[config.mk]
export PLATFORM = sky130hd
export DESIGN_NAME = asir_regs
export DESIGN_NICKNAME = d
export VERILOG_FILES = /design/src/asir_regs.v
export VERILOG_INCLUDE_DIRS = /design/src /design/src/common
export SDC_FILE = /design/constraint.sdc
export NUM_CORES = 1
export LEC_CHECK = 0
export ABC_AREA = 1
export BUFFER_PORTS_ARGS = -buffer_cell sky130_fd_sc_hd__buf_2
export CORE_UTILIZATION = 30
export CTS_CLUSTER_SIZE = 30
export DETAILED_ROUTE_END_ITERATION = 6
export GPL_TIMING_DRIVEN = 0
export SYNTH_ARGS = -nofsm -noshare
export SYNTH_HDL_FRONTEND = slang
export SYNTH_SLANG_ARGS = --single-unit
[constraint.sdc]
create_clock -name clk -period 1.65 [get_ports clk]
set_input_delay 0.33 -clock clk [delete_from_list [all_inputs] [get_ports clk]]
set_output_delay 0.33 -clock clk [all_outputs]
set_load 0.01 [all_outputs]
[src/common/asir_defines.vh]
// Notes on behaviour
// [RULE1] status field shows executing acquisition command: 00 halt,01 abort,10 single,11 continuous.
// [RULE2] in_vertical_window bit is 1 while inside the vertical acquisition window.
// [RULE3] three-bit tally counts frame starts modulo eight.
// [RULE4] aux_board_present reads 1 when the auxiliary board is attached.
// [RULE5] five general inputs and two switch inputs reflected in read-only bits.
// [RULE6] six per-source interrupt enables; 0 suppresses, 1 allows.
// [RULE7] gate clear: frame end interrupt at every end of frame.
// [RULE8] gate set: frame end interrupt only in single or continuous capture.
// [RULE9] summary bit set when an interrupt has been emitted.
// [RULE10] global enable gates every interrupt source together.
// [RULE11] seven general outputs drive the last written values.
// [RULE12] command field written by software takes effect at the next frame.
// [RULE13] overstep sticky latches at first overstep until cleared by clear bit.
// [RULE14] host interrupt only with global enable and an enabled pending source.
// [RULE15] input and switch pins pass two flip-flops before being shown.
`ifndef ASIR_DEFINES_VH
`define ASIR_DEFINES_VH
// ====================
// register byte addresses
`define ASIR_ADDR_STATUS   4'h0
`define ASIR_ADDR_CONTROL  4'h4
`define ASIR_ADDR_IRQ_STAT 4'h8
`define ASIR_ADDR_IRQ_MASK 4'hc
// ====================
// status word fields
`define ASIR_ST_CMD_LO   0
`define ASIR_ST_STATE_LO 2
`define ASIR_ST_WIN      4
`define ASIR_ST_TALLY_LO 5
`define ASIR_ST_AUX      24
`define ASIR_ST_GPIN_LO  25
`define ASIR_ST_SW_LO    30
// ====================
// control word fields
`define ASIR_CT_EN_LO    0
`define ASIR_CT_GATE     6
`define ASIR_CT_SUMMARY  7
`define ASIR_CT_GLOBAL   8
`define ASIR_CT_AUXCAM   9
`define ASIR_CT_GPOUT_LO 10
`define ASIR_CT_OVS      18
`define ASIR_CT_OVS_CLR  19
// ====================
// acquisition codes and interrupt status bits
`define ASIR_ACQ_HALT   2'h0
`define ASIR_ACQ_ABORT  2'h1
`define ASIR_ACQ_SINGLE 2'h2
`define ASIR_ACQ_CONT   2'h3
`define ASIR_IRQ_EOF    6
`define ASIR_RESP_OKAY  2'h0
`define ASIR_RESP_SLVERR 2'h2
`endif

[src/asir_regs.v]
// Our own choices: the placing of the registers and the AXI4-Lite interface to the registers.
`timescale 1ns/1ps
`include "asir_defines.vh"
module asir_regs (
	// clock and reset
	input  wire        clk,
	input  wire        srst,
	// axi4-lite write address
	input  wire        s_axi_awvalid,
	output reg         s_axi_awready,
	input  wire [3:0]  s_axi_awaddr,
	// axi4-lite write data
	input  wire        s_axi_wvalid,
	output reg         s_axi_wready,
	input  wire [31:0] s_axi_wdata,
	input  wire [3:0]  s_axi_wstrb,
	// axi4-lite write response
	output reg         s_axi_bvalid,
	input  wire        s_axi_bready,
	output reg  [1:0]  s_axi_bresp,
	// axi4-lite read address
	input  wire        s_axi_arvalid,
	output reg         s_axi_arready,
	input  wire [3:0]  s_axi_araddr,
	// axi4-lite read data
	output reg         s_axi_rvalid,
	input  wire        s_axi_rready,
	output reg  [31:0] s_axi_rdata,
	output reg  [1:0]  s_axi_rresp,
	// acquisition events from the same clock domain
	input  wire        vwin_active,
	input  wire        frame_start,
	input  wire        frame_end,
	input  wire [5:0]  src_events,
	input  wire        overstep,
	// connector pins
	input  wire        aux_board_pin,
	input  wire [4:0]  gp_input_pins,
	input  wire [1:0]  switch_pins,
	// outputs
	output reg  [6:0]  gp_output_pins,
	output reg  [1:0]  acq_state_now,
	output reg         irq
);

	// ====================
	// registers
	reg  [1:0]  acq_command_next;
	reg         in_vertical_window;
	reg  [2:0]  frame_start_tally;
	reg  [5:0]  src_enable;
	reg         frame_end_irq_gate;
	reg         global_irq_enable;
	reg         aux_camera_reserved;
	reg         irq_pending_summary;
	reg         overstep_sticky;
	reg  [6:0]  irq_status;
	reg  [6:0]  irq_mask;
	reg  [7:0]  pin_meta;
	reg  [7:0]  pin_sync;
	reg         aw_held;
	reg         w_held;
	reg  [3:0]  aw_addr;
	reg  [31:0] w_data;
	reg  [3:0]  w_strb;

	// ====================
	// helpers
	function addr_ok;
		input [3:0] a;
		begin
			addr_ok = (a == `ASIR_ADDR_STATUS) || (a == `ASIR_ADDR_CONTROL) ||
				(a == `ASIR_ADDR_IRQ_STAT) || (a == `ASIR_ADDR_IRQ_MASK);
		end
	endfunction

	function [31:0] merge;
		input [31:0] old;
		input [31:0] nw;
		input [3:0]  st;
		integer i;
		begin
			merge = old;
			for (i = 0; i < 4; i = i + 1) begin
				if (st[i])
					merge[i*8 +: 8] = nw[i*8 +: 8];
			end
		end
	endfunction

	// ====================
	// pin synchronisers
	always @(posedge clk) begin
		if (srst) begin
			pin_meta <= 8'h00;
			pin_sync <= 8'h00;
		end else begin
			pin_meta <= {switch_pins, gp_input_pins, aux_board_pin}; // see [RULE15]
			pin_sync <= pin_meta;
		end
	end

	// ====================
	// word images
	wire [31:0] status_word;
	wire [31:0] control_word;
	assign status_word = {pin_sync[7:6], pin_sync[5:1], pin_sync[0], 16'h0000, // see [RULE4] [RULE5]
		frame_start_tally, in_vertical_window, acq_state_now, acq_command_next}; // see [RULE1]
	assign control_word = {12'h000, 1'b0, overstep_sticky, 1'b0, gp_output_pins,
		aux_camera_reserved, global_irq_enable, irq_pending_summary,
		frame_end_irq_gate, src_enable};

	// ====================
	// write channel
	wire        do_write;
	wire [31:0] wr_word;
	wire        wr_status;
	wire        wr_control;
	wire        wr_istat;
	wire        wr_imask;
	assign do_write   = aw_held && w_held && !s_axi_bvalid;
	assign wr_status  = do_write && (aw_addr == `ASIR_ADDR_STATUS);
	assign wr_control = do_write && (aw_addr == `ASIR_ADDR_CONTROL);
	assign wr_istat   = do_write && (aw_addr == `ASIR_ADDR_IRQ_STAT);
	assign wr_imask   = do_write && (aw_addr == `ASIR_ADDR_IRQ_MASK);
	assign wr_word = merge(aw_addr == `ASIR_ADDR_STATUS ? status_word :
		aw_addr == `ASIR_ADDR_CONTROL ? control_word : {25'h0, irq_mask}, w_data, w_strb);

	always @(posedge clk) begin
		if (srst) begin
			s_axi_awready <= 1'b0;
			s_axi_wready  <= 1'b0;
			s_axi_bvalid  <= 1'b0;
			s_axi_bresp   <= `ASIR_RESP_OKAY;
			aw_held       <= 1'b0;
			w_held        <= 1'b0;
			aw_addr       <= 4'h0;
			w_data        <= 32'h00000000;
			w_strb        <= 4'h0;
		end else begin
			s_axi_awready <= !aw_held && !s_axi_awready && s_axi_awvalid;
			s_axi_wready  <= !w_held && !s_axi_wready && s_axi_wvalid;
			if (s_axi_awvalid && s_axi_awready) begin
				aw_held <= 1'b1;
				aw_addr <= {s_axi_awaddr[3:2], 2'b00};
			end
			if (s_axi_wvalid && s_axi_wready) begin
				w_held <= 1'b1;
				w_data <= s_axi_wdata;
				w_strb <= s_axi_wstrb;
			end
			if (do_write) begin
				s_axi_bvalid <= 1'b1;
				s_axi_bresp  <= addr_ok(aw_addr) ? `ASIR_RESP_OKAY : `ASIR_RESP_SLVERR;
			end else if (s_axi_bvalid && s_axi_bready) begin
				s_axi_bvalid <= 1'b0;
				aw_held      <= 1'b0;
				w_held       <= 1'b0;
			end
		end
	end

	// ====================
	// read channel
	always @(posedge clk) begin
		if (srst) begin
			s_axi_arready <= 1'b0;
			s_axi_rvalid  <= 1'b0;
			s_axi_rdata   <= 32'h00000000;
			s_axi_rresp   <= `ASIR_RESP_OKAY;
		end else begin
			s_axi_arready <= !s_axi_rvalid && !s_axi_arready && s_axi_arvalid;
			if (s_axi_arvalid && s_axi_arready) begin
				s_axi_rvalid <= 1'b1;
				s_axi_rresp  <= addr_ok(s_axi_araddr) ? `ASIR_RESP_OKAY : `ASIR_RESP_SLVERR;
				case ({s_axi_araddr[3:2], 2'b00})
					`ASIR_ADDR_STATUS:   s_axi_rdata <= status_word;
					`ASIR_ADDR_CONTROL:  s_axi_rdata <= control_word;
					`ASIR_ADDR_IRQ_STAT: s_axi_rdata <= {25'h0, irq_status};
					`ASIR_ADDR_IRQ_MASK: s_axi_rdata <= {25'h0, irq_mask};
					default:             s_axi_rdata <= 32'h00000000;
				endcase
			end else if (s_axi_rvalid && s_axi_rready) begin
				s_axi_rvalid <= 1'b0;
			end
		end
	end

	// ====================
	// acquisition status
	always @(posedge clk) begin
		if (srst) begin
			acq_command_next   <= `ASIR_ACQ_HALT;
			acq_state_now      <= `ASIR_ACQ_HALT;
			in_vertical_window <= 1'b0;
			frame_start_tally  <= 3'h0;
		end else begin
			if (wr_status)
				acq_command_next <= wr_word[`ASIR_ST_CMD_LO +: 2];
			if (frame_start)
				acq_state_now <= acq_command_next; // see [RULE12] [RULE1]
			in_vertical_window <= vwin_active; // see [RULE2]
			if (frame_start)
				frame_start_tally <= frame_start_tally + 3'h1; // see [RULE3]
		end
	end

	// ====================
	// control word and interrupts
	wire       eof_event;
	wire [6:0] events;
	wire [6:0] pend_on;
	wire [6:0] next_irq_status;
	assign eof_event = frame_end && (!frame_end_irq_gate || // see [RULE7]
		acq_state_now == `ASIR_ACQ_SINGLE || acq_state_now == `ASIR_ACQ_CONT); // see [RULE8]
	assign events  = {eof_event, src_events & src_enable}; // see [RULE6]
	assign next_irq_status = (irq_status & ~(wr_istat ? w_data[6:0] & {7{w_strb[0]}} : 7'h00))
		| events;
	assign pend_on = next_irq_status & irq_mask;

	always @(posedge clk) begin
		if (srst) begin
			src_enable          <= 6'h00;
			frame_end_irq_gate  <= 1'b0;
			global_irq_enable   <= 1'b0;
			aux_camera_reserved <= 1'b0;
			gp_output_pins      <= 7'h00;
			overstep_sticky     <= 1'b0;
			irq_status          <= 7'h00;
			irq_mask            <= 7'h00;
			irq_pending_summary <= 1'b0;
			irq                 <= 1'b0;
		end else begin
			if (wr_control) begin
				src_enable          <= wr_word[`ASIR_CT_EN_LO +: 6];
				frame_end_irq_gate  <= wr_word[`ASIR_CT_GATE];
				global_irq_enable   <= wr_word[`ASIR_CT_GLOBAL]; // see [RULE10]
				aux_camera_reserved <= wr_word[`ASIR_CT_AUXCAM];
				gp_output_pins      <= wr_word[`ASIR_CT_GPOUT_LO +: 7]; // see [RULE11]
			end
			if (overstep)
				overstep_sticky <= 1'b1; // see [RULE13]
			else if (wr_control && wr_word[`ASIR_CT_OVS_CLR])
				overstep_sticky <= 1'b0;
			if (wr_imask)
				irq_mask <= wr_word[6:0];
			irq_status          <= next_irq_status;
			irq                 <= global_irq_enable && (|pend_on); // see [RULE14]
			irq_pending_summary <= global_irq_enable && (|pend_on); // see [RULE9]
		end
	end

endmodule

==> flow_results.org <==
** Final layout
- Antenna cell count :: 0
- For this run, the post-layout net count is 778.
- P&R area growth vs syn :: 30.2%
- Share of layout cells above drive strength 1 :: 0.230
- Final Non-Filler Cells :: 905

** CTS
- Clock-pin slew was measured on the worst setup and hold paths at 0.05 ns.
- In this run the number of H-tree levels came out at 4.
- TritonCTS clock tree :: done
- The cell sitting at the root of the clock tree is a sky130_fd_sc_hd__clkbuf_16.
- Counting along the longest clock path gives a buffer depth of 2.
- Counting every sink on the clock net gives 113.
- Worst-skew pair later-pin latency :: 0.41 ns
- Number of buffers inserted during clock tree synthesis :: 17

** Route
- Dividing the detail-routed wire length by the instance count gives 13.4 um.
- Detailed routing placed a total of 629 um of wire on met3.
- After detailed routing, the number of remaining DRC violations is 0.
- The detailed router used layers up to and including met4.
- In the final routing, the length of wire on met1 measures 5760 um.
- DR vias/cell :: 4.54
- The detail route stage leaves a number of antenna-violating nets equal to 0.
- Total number of vias :: 4,109
- Summed over all layers, the routed wires come to 12,100 um.
- After the first detailed-routing iteration, the DRC count stood at 212.
- The first detailed-routing pass ran for 5 iterations.
- Detailed routing placed a total of 5560 um of wire on met2.

** Floorplan
- The initialized floorplan defines 44 standard-cell rows.
- The floorplan step defined a die boundary enclosing 0.0153 mm2.
- The total area inside the core boundary comes to 0.0145 mm2.
- The die is 124 um tall.
- Measured along the x axis, the die boundary spans 124 um.
- During I/O placement, the number of pins put on the boundary was 120.
- Starting density of the core :: 0.306

** Worst setup path
- The worst setup path is of the flip-flop to flip-flop kind.
- Data on the critical path is required at its endpoint by 1.96 ns.
- Type of element capturing the critical path :: flip-flop
- In this run the worst path has a maximum fanout of 10.
- At the worst endpoint, the arrival time is 1.86 ns.
- The number of buffers and inverters on the critical path is 3.
- Top delay family on crit path :: simple AND/OR/NAND/NOR gates
- The worst setup path is launched from a flip-flop.
- Ordered list of cells on the worst path :: nand2_2, nor2_8, inv_2, nor3_4, buf_6, nand3_1, o211ai_1, inv_2
- The slowest stage of the critical path is the sky130_fd_sc_hd__dfxtp_1 cell.
- In this design, the critical path's most frequently occurring cell is sky130_fd_sc_hd__inv_2.
- Crit-path max cell delay :: 0.39 ns

** Logic synthesis
- For this run, the number of Yosys warnings is 0.
- After technology mapping, the gate count stands at 584.
- The synthesized design spends more area on one cell type than any other, namely sky130_fd_sc_hd__dfxtp_1.
- Of the post-synthesis cell area, the dominant cell type holds 0.510.
- The share of the Yosys chip area taken by registers is 0.510.
- Ranked by total cell area, the synthesized netlist is headed by sky130_fd_sc_hd__dfxtp_1, sky130_fd_sc_hd__nand2_1, sky130_fd_sc_hd__nor2_1.
- Synth unique cells :: 30
- Synthesized area divided by synthesized cell count :: 7.60 um2
- Flip-flop and latch count after synthesis :: 113
- Post-synthesis instance area :: 0.00444 mm2

** STA
- The count of final hold-check violations came to 0.
- Final worst hold slack :: 0.123 ns
- Minimum clock period :: 1.55 ns
- For the pin with the worst max-slew slack, the measured transition is 0.629 ns.
- For this run, the top clock speed supported by timing is 0.644 GHz.
- Period utilization :: 0.940
- Final setup skew :: 0.00707 ns
- Number of setup violations in the final report :: 0
- After routing, the total negative slack on setup checks comes to 0 ns.
- The count of final max-slew check failures was 0.
- In this run the tightest slew margin relative to its limit is 0.581.

** Placement
- Final weighted congestion in routability-driven placement :: 0.803
- Half-perimeter wire length after placement :: 9010 um
- Including well taps, the total number of placed cells is 867.
- Number of buffer cells added on primary ports :: 92

** Power
- Pwr/cell area :: 1160 mW/mm2
- Leakage :: 2.54 nW
- The worst-case IR drop observed on VDD is 707 uV.

** GRT
- The total overflow left after global routing is 0.
- The first global-routing pass estimated 18,300 um of wire.
- Entering global routing, the biggest net connects 17 pins.
- The via count of the first global-routing pass is 3,563.
- The number of antenna violations at the first check in global routing came to 0.
- GRT Total Usage :: 0.162

** Hold path
- The min-delay analysis places its worst path in the category primary input to flip-flop.

** Status
- The flow ran to the end, and the final reports show no timing, DRC or antenna violations.

** Run
- Number of max-cap violations :: 0
==> final timing paths <==
path / start / end / slack, ns / cells past startpoint
setup / recovery: w_held$_SDFF_PP0_ / irq_mask[6]$_SDFFE_PP0P_ / 0.1 / 8
hold / removal: gp_input_pins[1] / pin_meta[2]$_SDFF_PP0_ / 0.12 / 3
setup reg to reg: w_held$_SDFF_PP0_ / irq_mask[6]$_SDFFE_PP0P_ / 0.1 / 8
hold reg to reg: pin_meta[6]$_SDFF_PP0_ / pin_sync[6]$_SDFF_PP0_ / 0.40 / 2
==> cells by family (layout without fill, tap and decap cells) <==
| family | count (synthesis) | count (layout) | synth area share |
|---|---|---|---|
| buffers and inverters | 98 | 228 | 0.0936 |
| adders and majority gates | 1 | 1 | 0.00282 |
| DFF | 113 | 113 | 0.510 |
| other | 1 | 8 | 0.000845 |
| AOI/OAI and AO/OA | 118 | 118 | 0.154 |
| and+or+nand+nor | 252 | 252 | 0.237 |
| xor gates and xnor gates | 1 | 1 | 0.00197 |
==> repair_timing <==
action                                  CTS  global route
resized for setup                         0             2
setup buffers                             0             6
endpoints found under the setup margin    0             5
hold buffers                              0             0
==> through the flow <==
stage / setup WS (ns) / area [um2] / total power [mW] / util
after floorplan: 0.342 / 4460 / 3.13 / -
after global placement: -0.0968 / 5150 / 3.30 / 0.356
after detailed placement: -0.0784 / 5150 / 3.30 / 0.356
after CTS: 0.0267 / 5720 / 6.77 / 0.395
after global routing: -0.00532 / 5780 / 6.96 / 0.399
final: 0.0983 / 5780 / 6.71 / 0.399
==> worst reg2reg max path, cell delays in order (launching register included) <==
cell and delay, ns:
sky130_fd_sc_hd__dfxtp_1 0.39, sky130_fd_sc_hd__nand2_2 0.11, sky130_fd_sc_hd__nor2_8 0.17, sky130_fd_sc_hd__inv_2 0.09
sky130_fd_sc_hd__nor3_4 0.27, sky130_fd_sc_hd__buf_6 0.18, sky130_fd_sc_hd__nand3_1 0.08, sky130_fd_sc_hd__o211ai_1 0.11
sky130_fd_sc_hd__inv_2 0.04
==> report_power, final <==
part	switching (mW)	internal, mW	total [mW]	leakage (nW)
Sequential	0.0452	2.81	2.86	0.919
Combinational	0.243	0.146	0.389	1.35
Clock	1.24	2.22	3.46	0.268
==> placed cells by master, fill, tap and decap left out, drive strengths merged, types with 6 or more instances in the layout <==
cell type	count
buf	115
inv	61
dfxtp	113
o221ai	7
nand2	129
o21ai	40
a21oi	46
nor2	76
o211ai	16
nand3	40
clkinv	6
conb	8
clkbuf	41
==> sequential cells by signal, indices dropped and copies added (netlist names), 2 cells and up <==
| register | flops |
|---|---|
| acq_command_next | 2 |
| acq_state_now | 2 |
| aw_addr | 2 |
| frame_start_tally | 3 |
| gp_output_pins | 7 |
| irq_mask | 7 |
| irq_status | 7 |
| pin_meta | 8 |
| pin_sync | 8 |
| s_axi_rdata | 26 |
| src_enable | 6 |
| w_data | 17 |
| w_strb | 3 |
==> per-layer routing <==
metal  global-route usage  vias to the layer above
li1                     -                     2135
met1                0.215                     1846
met2                0.249                      115
met3               0.0462                       13
met4               0.0602                        0
met5                    0                        -
==> cell type report <==
class | instances | area (um2)
fillers | 1539 | 8700
flip-flops and latches | 113 | 2260
multi-input cells | 380 | 1790
repair buffers | 98 | 505
clock buffers | 24 | 492
inverters | 64 | 240
well taps | 184 | 230
plain buffers | 34 | 175
clock inverters | 8 | 78.8
==> cells in the mapped netlist (all sizes together) <==
cell type,instances
a21boi,1
a21oi,46
a31oi,3
a41oi,5
buf,17
clkbuf,17
clkinv,3
conb,1
dfxtp,113
ha,1
inv,61
nand2,129
nand3,40
nand3b,2
nor2,76
nor3,5
o211ai,16
o21ai,40
o221ai,7
xnor2,1
Power figures use the tool's default switching activity.
